[src/design/rdc_pkg.sv]
// constants and carrier types for the radio disable control block
`default_nettype none

package rdc_pkg;

  // ==========================================================================
  // radios and clock
  localparam int NUM_RADIOS = 2;
  localparam int RADIO_A = 0;
  localparam int RADIO_B = 1;
  localparam longint unsigned CLK_FREQ_HZ = 64'd250_000_000;
  localparam int SYNC_STAGES = 2;

  // ==========================================================================
  // shutdown and resume deadlines
  localparam longint unsigned SHUTDOWN_TIME_S = 64'd30;
  localparam longint unsigned SHUTDOWN_CYC = SHUTDOWN_TIME_S * CLK_FREQ_HZ;
  localparam int SHUTDOWN_CNT_W = 33;
  localparam longint unsigned RESUME_TIME_S = 64'd1;
  localparam longint unsigned RESUME_CYC = RESUME_TIME_S * CLK_FREQ_HZ;

  // ==========================================================================
  // reset values
  localparam logic KILL_N_RST = 1'b0;
  localparam logic UART_IDLE_LVL = 1'b1;
  localparam logic [1:0] INIT_CNT_RST = 2'h0;
  localparam logic [1:0] INIT_CNT_DONE = 2'(SYNC_STAGES);

  // ==========================================================================
  // coexistence uart
  localparam int UART_DATA_BITS = 8;
  localparam int UART_BAUD_DIV_DEF = 16;

  // ==========================================================================
  // types
  typedef enum logic [1:0] {
    RST_INIT = 2'b00,
    RST_RUN = 2'b01,
    RST_WIND = 2'b11,
    RST_HALT = 2'b10
  } rdc_radio_state_t;

  typedef enum logic [1:0] {
    UST_IDLE = 2'b00,
    UST_START = 2'b01,
    UST_DATA = 2'b11,
    UST_STOP = 2'b10
  } rdc_uart_state_t;

  typedef struct packed {
    logic swEnable;
    logic graceDone;
  } rdc_radio_ctl_t;

  typedef struct packed {
    logic rfPermit;
    logic windDown;
    logic halted;
    logic forcedHalt;
    logic resumeStart;
  } rdc_radio_stat_t;

  localparam rdc_radio_stat_t STAT_RST = '{default: 1'b0};

endpackage : rdc_pkg

`default_nettype wire

[src/design/rdc_radio_disable.sv]
// radio disable control with coexistence uart
// Behaviour
// - low disable input stops its radio
// - single host line: primary disables all radios
// - disable inputs synchronised before use
// - asserted input keeps mapped radios disabled
// - wind down traffic promptly after assertion
// - radio ceased within thirty seconds, regardless
// - indicator shows disabled once sequence completes
// - resume and indicate within one second
// - rf only when released and software enables
// - shared lines only sensed, never driven
// - coexistence transmit line is uart output
// - coexistence receive line is uart input
// - reserved pins left without function
`default_nettype none

module rdc_radio_disable
  import rdc_pkg::*;
#(
  parameter longint unsigned SHUTDOWN_LIMIT = SHUTDOWN_CYC,
  parameter int BAUD_DIV = UART_BAUD_DIV_DEF
) (
  input wire logic clock,
  input wire logic rst,
  input wire logic primaryRfKill_n,
  input wire logic secondaryRfKill_n,
  input wire logic secondaryWired,
  input wire rdc_pkg::rdc_radio_ctl_t [rdc_pkg::NUM_RADIOS-1:0] radioCtl,
  output var rdc_pkg::rdc_radio_stat_t [rdc_pkg::NUM_RADIOS-1:0] radioStat,
  output logic radioIndicatorAOut,
  output logic radioIndicatorAOe,
  output logic radioIndicatorBOut,
  output logic radioIndicatorBOe,
  output logic coexistTxLine,
  input wire logic coexistRxLine,
  input wire logic coexistAuxIn,
  output logic coexistAuxOut,
  output logic coexistAuxOe,
  input wire logic [rdc_pkg::UART_DATA_BITS-1:0] coexTxData,
  input wire logic coexTxValid,
  output logic coexTxReady,
  output logic [rdc_pkg::UART_DATA_BITS-1:0] coexRxData,
  output logic coexRxValid,
  output logic coexRxFrameErr
);

  localparam int BW = $clog2(BAUD_DIV);
  localparam int NB = $clog2(UART_DATA_BITS);
  localparam logic [BW-1:0] BAUD_LAST = BW'(BAUD_DIV - 1);
  localparam logic [BW-1:0] BAUD_HALF = BW'(BAUD_DIV / 2);
  localparam logic [NB-1:0] BIT_LAST = NB'(UART_DATA_BITS - 1);
  localparam logic [SHUTDOWN_CNT_W-1:0] SHUT_LAST =
    SHUTDOWN_CNT_W'(SHUTDOWN_LIMIT - 1);

  function automatic logic baudTick(input logic [BW-1:0] cnt);
    return cnt == BAUD_LAST;
  endfunction : baudTick

  // ==========================================================================
  // input synchronisation
  logic [1:0] killSync_n;
  logic rxSync;

  rdc_sync #(.WIDTH(2), .RST_VAL(KILL_N_RST)) u_killSync (
    .clock(clock),
    .rst(rst),
    .d({secondaryRfKill_n, primaryRfKill_n}),
    .q(killSync_n)
  );

  rdc_sync #(.WIDTH(1), .RST_VAL(UART_IDLE_LVL)) u_rxSync (
    .clock(clock),
    .rst(rst),
    .d(coexistRxLine),
    .q(rxSync)
  );

  // ==========================================================================
  // strap capture and first evaluation
  logic strapTaken_r, strapTaken_nxt;
  logic useSecondary_r, useSecondary_nxt;
  logic [1:0] initCnt_r, initCnt_nxt;

  always_comb begin
    strapTaken_nxt = 1'b1;
    useSecondary_nxt = strapTaken_r ? useSecondary_r : secondaryWired;
    initCnt_nxt = initCnt_r;
    if (initCnt_r != INIT_CNT_DONE) begin
      initCnt_nxt = initCnt_r + 2'h1;
    end
  end

  always_ff @(posedge clock or posedge rst) begin
    if (rst) begin
      strapTaken_r <= 1'b0;
      useSecondary_r <= 1'b0;
      initCnt_r <= INIT_CNT_RST;
    end else begin
      strapTaken_r <= strapTaken_nxt;
      useSecondary_r <= useSecondary_nxt;
      initCnt_r <= initCnt_nxt;
    end
  end

  // ==========================================================================
  // per-radio disable sequencing
  rdc_radio_state_t [NUM_RADIOS-1:0] rState_r, rState_nxt;
  logic [NUM_RADIOS-1:0][SHUTDOWN_CNT_W-1:0] timer_r, timer_nxt;
  rdc_radio_stat_t [NUM_RADIOS-1:0] stat_nxt;
  logic [NUM_RADIOS-1:0] released;
  logic [NUM_RADIOS-1:0] ledOn_nxt;
  logic [NUM_RADIOS-1:0] ledOn_r;

  always_comb begin
    released[RADIO_A] = killSync_n[0];
    released[RADIO_B] = useSecondary_r ? killSync_n[1] : killSync_n[0];
  end

  always_comb begin
    logic allow;
    allow = 1'b0;
    rState_nxt = rState_r;
    timer_nxt = timer_r;
    stat_nxt = '{default: STAT_RST};
    ledOn_nxt = '0;
    for (int r = 0; r < NUM_RADIOS; r++) begin
      allow = released[r] && radioCtl[r].swEnable;
      unique case (rState_r[r])
        RST_INIT: begin
          if (initCnt_r == INIT_CNT_DONE) begin
            rState_nxt[r] = allow ? RST_RUN : RST_HALT;
          end
        end
        RST_RUN: begin
          if (!allow) begin
            rState_nxt[r] = RST_WIND;
            timer_nxt[r] = '0;
          end
        end
        RST_WIND: begin
          timer_nxt[r] = timer_r[r] + SHUTDOWN_CNT_W'(1);
          if (allow) begin
            rState_nxt[r] = RST_RUN;
          end else if (radioCtl[r].graceDone) begin
            rState_nxt[r] = RST_HALT;
          end else if (timer_r[r] == SHUT_LAST) begin
            rState_nxt[r] = RST_HALT;
            stat_nxt[r].forcedHalt = 1'b1;
          end
        end
        RST_HALT: begin
          if (allow) begin
            rState_nxt[r] = RST_RUN;
            stat_nxt[r].resumeStart = 1'b1;
          end
        end
      endcase
      // outputs follow the state being entered
      stat_nxt[r].rfPermit = (rState_nxt[r] == RST_RUN) && allow;
      stat_nxt[r].windDown = rState_nxt[r] == RST_WIND;
      stat_nxt[r].halted = rState_nxt[r] == RST_HALT;
      if (rState_r[r] == RST_HALT && rState_nxt[r] == RST_HALT) begin
        stat_nxt[r].forcedHalt = radioStat[r].forcedHalt;
      end
      // lit while able to transmit, dark once disabling completes
      ledOn_nxt[r] = (rState_nxt[r] == RST_RUN) ||
                     (rState_nxt[r] == RST_WIND);
    end
  end

  always_ff @(posedge clock or posedge rst) begin
    if (rst) begin
      rState_r <= '{default: RST_INIT};
      timer_r <= '0;
      radioStat <= '{default: STAT_RST};
      ledOn_r <= '0;
    end else begin
      rState_r <= rState_nxt;
      timer_r <= timer_nxt;
      radioStat <= stat_nxt;
      ledOn_r <= ledOn_nxt;
    end
  end

  // open-drain indicators: sink low when lit, release otherwise
  always_comb begin
    radioIndicatorAOe = ledOn_r[RADIO_A];
    radioIndicatorBOe = ledOn_r[RADIO_B];
  end

  // ==========================================================================
  // fixed pin levels
  logic auxOut_r;
  logic auxOe_r;

  always_ff @(posedge clock or posedge rst) begin
    if (rst) begin
      auxOut_r <= 1'b0;
      auxOe_r <= 1'b0;
    end else begin
      auxOut_r <= 1'b0;
      auxOe_r <= 1'b0;
    end
  end

  always_comb begin
    coexistAuxOut = auxOut_r;
    coexistAuxOe = auxOe_r;
    radioIndicatorAOut = auxOut_r;
    radioIndicatorBOut = auxOut_r;
  end

  // ==========================================================================
  // coexistence uart transmitter, 8n1
  rdc_uart_state_t txState_r, txState_nxt;
  logic [BW-1:0] txBaud_r, txBaud_nxt;
  logic [NB-1:0] txBit_r, txBit_nxt;
  logic [UART_DATA_BITS-1:0] txShift_r, txShift_nxt;
  logic txLine_r, txLine_nxt;
  logic txReady_r, txReady_nxt;

  always_comb begin
    txState_nxt = txState_r;
    txBaud_nxt = baudTick(txBaud_r) ? '0 : txBaud_r + BW'(1);
    txBit_nxt = txBit_r;
    txShift_nxt = txShift_r;
    txLine_nxt = txLine_r;
    unique case (txState_r)
      UST_IDLE: begin
        txBaud_nxt = '0;
        txLine_nxt = UART_IDLE_LVL;
        if (coexTxValid && txReady_r) begin
          txState_nxt = UST_START;
          txShift_nxt = coexTxData;
          txLine_nxt = 1'b0;
        end
      end
      UST_START: begin
        if (baudTick(txBaud_r)) begin
          txState_nxt = UST_DATA;
          txBit_nxt = '0;
          txLine_nxt = txShift_r[0];
        end
      end
      UST_DATA: begin
        if (baudTick(txBaud_r)) begin
          if (txBit_r == BIT_LAST) begin
            txState_nxt = UST_STOP;
            txLine_nxt = 1'b1;
          end else begin
            txBit_nxt = txBit_r + NB'(1);
            txShift_nxt = {1'b0, txShift_r[UART_DATA_BITS-1:1]};
            txLine_nxt = txShift_r[1];
          end
        end
      end
      UST_STOP: begin
        if (baudTick(txBaud_r)) begin
          txState_nxt = UST_IDLE;
        end
      end
    endcase
    txReady_nxt = txState_nxt == UST_IDLE;
  end

  always_ff @(posedge clock or posedge rst) begin
    if (rst) begin
      txState_r <= UST_IDLE;
      txBaud_r <= '0;
      txBit_r <= '0;
      txShift_r <= '0;
      txLine_r <= UART_IDLE_LVL;
      txReady_r <= 1'b0;
    end else begin
      txState_r <= txState_nxt;
      txBaud_r <= txBaud_nxt;
      txBit_r <= txBit_nxt;
      txShift_r <= txShift_nxt;
      txLine_r <= txLine_nxt;
      txReady_r <= txReady_nxt;
    end
  end

  always_comb begin
    coexistTxLine = txLine_r;
    coexTxReady = txReady_r;
  end

  // ==========================================================================
  // coexistence uart receiver, mid-bit sampling
  rdc_uart_state_t rxState_r, rxState_nxt;
  logic [BW-1:0] rxBaud_r, rxBaud_nxt;
  logic [NB-1:0] rxBit_r, rxBit_nxt;
  logic [UART_DATA_BITS-1:0] rxShift_r, rxShift_nxt;
  logic [UART_DATA_BITS-1:0] rxData_r, rxData_nxt;
  logic rxValid_r, rxValid_nxt;
  logic rxErr_r, rxErr_nxt;

  always_comb begin
    rxState_nxt = rxState_r;
    rxBaud_nxt = baudTick(rxBaud_r) ? '0 : rxBaud_r + BW'(1);
    rxBit_nxt = rxBit_r;
    rxShift_nxt = rxShift_r;
    rxData_nxt = rxData_r;
    rxValid_nxt = 1'b0;
    rxErr_nxt = 1'b0;
    unique case (rxState_r)
      UST_IDLE: begin
        rxBaud_nxt = '0;
        if (!rxSync) begin
          rxState_nxt = UST_START;
        end
      end
      UST_START: begin
        if (rxBaud_r == BAUD_HALF) begin
          rxBaud_nxt = '0;
          rxBit_nxt = '0;
          // a glitch shorter than half a bit is dropped
          rxState_nxt = rxSync ? UST_IDLE : UST_DATA;
        end
      end
      UST_DATA: begin
        if (baudTick(rxBaud_r)) begin
          rxShift_nxt = {rxSync, rxShift_r[UART_DATA_BITS-1:1]};
          rxBit_nxt = rxBit_r + NB'(1);
          if (rxBit_r == BIT_LAST) begin
            rxState_nxt = UST_STOP;
          end
        end
      end
      UST_STOP: begin
        if (baudTick(rxBaud_r)) begin
          rxState_nxt = UST_IDLE;
          rxData_nxt = rxShift_r;
          rxValid_nxt = rxSync;
          rxErr_nxt = !rxSync;
        end
      end
    endcase
  end

  always_ff @(posedge clock or posedge rst) begin
    if (rst) begin
      rxState_r <= UST_IDLE;
      rxBaud_r <= '0;
      rxBit_r <= '0;
      rxShift_r <= '0;
      rxData_r <= '0;
      rxValid_r <= 1'b0;
      rxErr_r <= 1'b0;
    end else begin
      rxState_r <= rxState_nxt;
      rxBaud_r <= rxBaud_nxt;
      rxBit_r <= rxBit_nxt;
      rxShift_r <= rxShift_nxt;
      rxData_r <= rxData_nxt;
      rxValid_r <= rxValid_nxt;
      rxErr_r <= rxErr_nxt;
    end
  end

  always_comb begin
    coexRxData = rxData_r;
    coexRxValid = rxValid_r;
    coexRxFrameErr = rxErr_r;
  end

endmodule : rdc_radio_disable

`default_nettype wire

[src/design/rdc_sync.sv]
// two-stage level synchroniser for asynchronous inputs
`default_nettype none

module rdc_sync #(
  parameter int WIDTH = 1,
  parameter logic RST_VAL = 1'b0
) (
  input wire logic clock,
  input wire logic rst,
  input wire logic [WIDTH-1:0] d,
  output var logic [WIDTH-1:0] q
);

  logic [WIDTH-1:0] meta_r;

  always_ff @(posedge clock or posedge rst) begin
    if (rst) begin
      meta_r <= {WIDTH{RST_VAL}};
      q <= {WIDTH{RST_VAL}};
    end else begin
      meta_r <= d;
      q <= meta_r;
    end
  end

endmodule : rdc_sync

`default_nettype wire

[config.mk]
export PLATFORM = sky130hd
export DESIGN_NAME = rdc_radio_disable
export DESIGN_NICKNAME = d
export VERILOG_FILES = /design/src/design/rdc_pkg.sv /design/src/design/rdc_radio_disable.sv /design/src/design/rdc_sync.sv
export SDC_FILE = /design/constraint.sdc
export NUM_CORES = 1
export LEC_CHECK = 0
export ABC_CLOCK_PERIOD_IN_PS = 4000
export BUFFER_PORTS_ARGS = -buffer_cell sky130_fd_sc_hd__buf_2
export CORE_ASPECT_RATIO = 1.2
export CORE_UTILIZATION = 50
export CTS_BUF_LIST = sky130_fd_sc_hd__clkbuf_4
export CTS_CLUSTER_DIAMETER = 100
export DETAILED_ROUTE_END_ITERATION = 12
export MAX_ROUTING_LAYER = met4
export PLACE_DENSITY = 0.75
export SLEW_MARGIN = 0
export SYNTH_ARGS = -nofsm -noshare
export SYNTH_HDL_FRONTEND = slang
export SYNTH_HIERARCHICAL = 1
export SYNTH_SLANG_ARGS = --single-unit
[constraint.sdc]
create_clock -name clock -period 4 [get_ports clock]
set_clock_uncertainty 0.2 [all_clocks]
set_input_delay 0 -clock clock [delete_from_list [all_inputs] [get_ports clock]]
set_output_delay 0 -clock clock [all_outputs]
set_load 0.01 [all_outputs]
# Word-level counts from Yosys, hierarchy flattened
# Cells that the tools add are included.
# totals
mem_bits_rw,0
elab_cells,181
rom_bits,0
regBits,138
out_inout_bits,28
latch_bits,0
memories,0
in_bits,20
# op_classes
n_reduce_logical,30
n_div,0
shifts,0
magnitude_cmp,0
bitwise_logic,0
n_mux,71
mul,0
n_addsub,7
n_eq_ne,38
# op_table
operator,count
33-bit one-hot mux with 2 select lines,2
"33-bit by 1-bit adder with 33-bit output, second input constant",2
"33-bit == test, second input constant",2
33-bit 2-to-1 mux,2
2-bit 2-to-1 mux,25
2-bit one-hot mux with 4 select lines,4
"2-bit == test, second input constant",13
8-bit 2-to-1 mux,3
"2-bit inequality test, second input constant",12
1-bit 2-to-1 mux,21
4-bit 2-to-1 mux,4
8-bit one-hot mux with 2 select lines,1
3-bit 2-to-1 mux,5
"2-bit by 1-bit == test with 1-bit output, second input constant",6
"4-bit == test, second input constant",3
3-bit one-hot mux with 2 select lines,2
2-bit zero test,5
2-bit nonzero test,5
"4-bit by 1-bit adder with 4-bit output, second input constant",2
4-bit one-hot mux with 2 select lines,1
2-bit AND reduction,4
4-bit AND reduction,2
1-bit logical AND,7
"3-bit by 1-bit adder with 3-bit output, second input constant",2
8 further kinds,11

# Longest topological paths before layout
# logic_depth
depth_word,7
depth_mapped,7
ltp_nobuf,6

# Modules after synthesis
# The synthesis kept the hierarchy.
# by_module_without_submodules
module,area_each_um2,instances,seq_area_each_um2,cells_each
rdc_radio_disable,6349.8,1,3279.4,597
rdc_sync (u_killSync),103.8,1,100.1,5
rdc_sync (u_rxSync),56.3,1,52.6,3

# Least setup slack after synthesis
# Ideal clock, no wire load.
# synth_path
path_type,reg-to-reg
start,register txBit_r[0]
end,register txShift_r[0]
synth_period_minus_slack_ns,1.949
arrival_time_ns,1.671
path_stages_with_launch,8
setup_slack_ns,2.051
required_time_ns,3.723
n_path_buf,2
setup_time_ns,0.077
cell_sequence,dfrtp_1 > ha_1 > ha_1 > clkbuf_1 > o32ai_4 > buf_2 > nor2_1 > a21oi_1
# synth_between
elab_chain_len,3
# synth_rtl
item,line,source
start: declaration,rdc_radio_disable.sv:218,"logic [NB-1:0] txBit_r, txBit_nxt;"
start signal: assignment,rdc_radio_disable.sv:278,txBit_r <= txBit_nxt;
3-bit == test,rdc_radio_disable.sv:248,if (txBit_r == BIT_LAST) begin
2-bit inequality test (no line),-,
4-bit AND reduction (no line),-,
end signal: assignment,rdc_radio_disable.sv:279,txShift_r <= txShift_nxt;
end: declaration,rdc_radio_disable.sv:219,"logic [UART_DATA_BITS-1:0] txShift_r, txShift_nxt;"
# Every way passes these cells.
# A chain may end at the register's enable or synchronous reset.

# Worst setup path after layout
# layout_path
start,register txBit_r[0]
end,register txShift_r[7]
# Same word-level chain as after synthesis.

==> impl_metrics.csv <==
group,metric,value,unit
global_routing,grt_util_all_layers,20.8,%
sta,fmax,0.317,GHz
clock_tree,cts_buffer_depth,2,
synthesis,synthAdderAreaFrac,1.92,%
clock_tree,clkTransAtPathRegs,0.12,ns
floorplan,num_io_pins,48,
synthesis,synthTopCellsByArea,"dfrtp_1, mux2i_1, nand2_1",
floorplan,die_area,0.0135,sq mm
synthesis,synth_edf_count,0,
floorplan,start_util,51.4,%
global_routing,grt-ovfl-total,0,
floorplan,die_w,106,microns
critical_path,required,4.30,ns
floorplan,core_area,0.0127,sq mm
critical_path,worst-endpoint-arrival,3.45,ns
detailed_routing,drc,0,
global_routing,grt_pass1_vias,4684,
synthesis,avgSynthCellArea,10.8,sq um
sta,max-slew-margin-rel,20.7,%
detailed_routing,via_per_inst,5.58,
sta,finalSetupViolations,0,
floorplan,fp-row-count,45,
finish,multi_input_comb_area,0.00291,sq mm
detailed_routing,drt_wl_total,12500,microns
critical_path,reg2reg_depth,7,
sta,finalCritPeriodShare,79.0,%
sta,finalHoldViolCount,3,
sta,fin_crit,3.16,ns
synthesis,synth_top_cell_by_area,"dfrtp_1",
place,port_buffers,42,
detailed_routing,drtIter0Drc,285,
power_and_ir_drop,pwr-share-comb,14.0,%
synthesis,synthSimpleGateAreaFrac,22.3,%
detailed_routing,drt_pre_antenna_iters,7,
synthesis,synth_xor_area_share,0.538,%
global_routing,antenna_found_initial,1,
finish,area.sequential,0.00343,sq mm
power_and_ir_drop,powerDensity,390,mW/mm^2
synthesis,synth_flop_cell,"dfrtp_1",
clock_tree,numCtsBuffers,17,
critical_path,critPathKind,"reg -> reg",
clock_tree,clock_latency,0.55,ns
outcome,violations,"negative hold slack",
clock_tree,clockRootBuffer,"clkbuf_4",
finish,num-fill-cells,1034,
detailed_routing,dr_total_vias,4823,
synthesis,yosys_warnings,6,
synthesis,synthDistinctLibCells,62,
synthesis,yosysMostFrequentCell,"dfrtp_1",
clock_tree,cts_resized,0,
place,gp_congestion,0.769,
detailed_routing,avgRoutedWirePerCell,14.5,microns
critical_path,cp-end-kind,"register",
sta,worst-slew-pin-transition,1.19,ns
finish,nNetsFinal,716,
clock_tree,clkSinkCount,137,
synthesis,syn_area,0.00651,sq mm
global_routing,grt_pass1_wl,21600,microns
synthesis,synth_top_area_share,51.5,%
outcome,status,"finished, violations left",
sta,tns,0,ns
sta,drv_slew,0,
floorplan,fp.dieH,127,microns
power_and_ir_drop,sw_frac_of_total,30.3,%
power_and_ir_drop,intPower,2.03,mW
detailed_routing,antenna_left,0,
global_routing,grt_max_degree,76,
power_and_ir_drop,p_leak,3.71,nW
power_and_ir_drop,peakVddDrop,0.000334,V
synthesis,synthTopCellsByCount,"dfrtp_1, nand2_1, mux2i_1, nand3_1, nand4_1",
sta,whs,-0.000976,ns
power_and_ir_drop,power_frac_seq,57.6,%
min_path,hold_class,"in -> async",
place,place_hpwl,8080,microns
critical_path,cp_max_fo,16,
finish,drive_gt1_share,17.2,%
synthesis,synth_top_family_by_area,"simple AND/OR/NAND/NOR gates",
synthesis,ys_seq_elements,137,
finish,area_growth,14.8,%
power_and_ir_drop,clockPowerShare,28.4,%
synthesis,muxShareOfSynthArea,12.3,%
synthesis,async_reset_ff_share,100,%
flow_run,cap_violations,0,
synthesis,synth_seq_area_share,52.7,%
power_and_ir_drop,p_sw,0.883,mW
clock_tree,htree_levels,4,
synthesis,synth_cells,605,
critical_path,critPathLaunchType,"register",
synthesis,synth_compound_area_share,7.32,%
sta,rsz0062_at_grt,"no",
clock_tree,cts_tree,"yes",
-- final timing paths --
| kind | slack, ns | startpoint | end |
|---|---|---|---|
| worst max-delay path | 0.84 | txBit_r[0] | txShift_r[7] |
| worst min register to register | 0.17 | u_rxSync/meta_r | u_rxSync/q |
| max in group asynchronous | 2.60 | rst | coexistTxLine |
| worst max register to register | 0.84 | txBit_r[0] | txShift_r[7] |
| min in group clock | 0.12 | radioCtl[0] | radioStat[2] |
| worst min-delay path | -0.001 | rst | rxBit_r[2] |
-- placed cells by master, fill, tap and decap left out, drive strengths merged, types with 18 or more instances in the layout --
cell type	n
dfrtp	134
nand2	89
mux2i	60
buf	46
nand3	38
dlygate4sd3	36
nand4	31
nor2	27
o21ai	27
inv	20
mux2	18
-- metal layers --
metal	wire (microns)	global-route usage (%)	part of all wire (%)
met3	362	3.98	2.9
met5	0	-	0
met4	237	9.31	1.9
met1	5650	25.7	45
met2	6240	33.4	50
-- power by group through the flow --
stage | clock (mW) | combinational, mW | sequential [mW]
5_1_grt | 0.902 | 0.471 | 1.71
6_report | 0.829 | 0.407 | 1.68
3_3_place_gp | 0 | 0.366 | 1.69
4_1_cts | 0.853 | 0.410 | 1.68
2_1_floorplan | 0 | 0.305 | 1.67
3_5_place_dp | 0 | 0.385 | 1.70
-- flip-flops by register name (all words and copies together) (netlist names), 4 cells and up --
register	count
coexRxData	8
radioStat	10
rxBaud_r	4
rxShift_r	8
timer_r	66
txBaud_r	4
txShift_r	8
-- what timing repair did --
action / 4_1_cts / 5_1_grt
endpoints found under the hold margin: 117 / 0
setup buffers: 0 / 0
hold buffers: 36 / 0
-- critical path, stage by stage (launching register included) --
cell,delay [ns]
dfrtp_1,0.43
ha_1,0.21
ha_1,0.29
o32ai_4,0.61
nand3_1,0.15
dlygate4sd3_1,0.57
o21ai_0,0.07
dlygate4sd3_1,0.56
-- layout make-up --
| type | count | area share [%] |
|---|---|---|
| clock buffer | 17 | 1.71 |
| timing repair buffer | 82 | 8.03 |
| multi-input combinational | 430 | 38.9 |
| inverter | 18 | 0.937 |
| tap | 164 | 2.74 |
| antenna | 1 | 0.0335 |
| sequential | 137 | 45.9 |
| clock inverter | 15 | 1.72 |
-- through the flow --
stage	worst slack (ns)	total power, mW	util [%]	cells	cell area (sq um)
floorplan	0.304	1.97	-	608	6520
detailed placement	1.65	2.09	54.1	795	6860
global route	0.687	3.08	59.0	864	7480
finish	0.841	2.91	59.0	864	7480
global placement	1.74	2.06	54.1	795	6860
CTS	0.871	2.94	59.0	863	7470
-- kinds of logic after synthesis --
kind of cell / count (synthesis)
fa+ha+maj: 10
other cells: 2
compound gates: 72
buf+inv: 41
simple gates: 261
mux: 78
flops: 137
xor+xnor: 4
No activity file was read; power rests on OpenSTA's default activity.
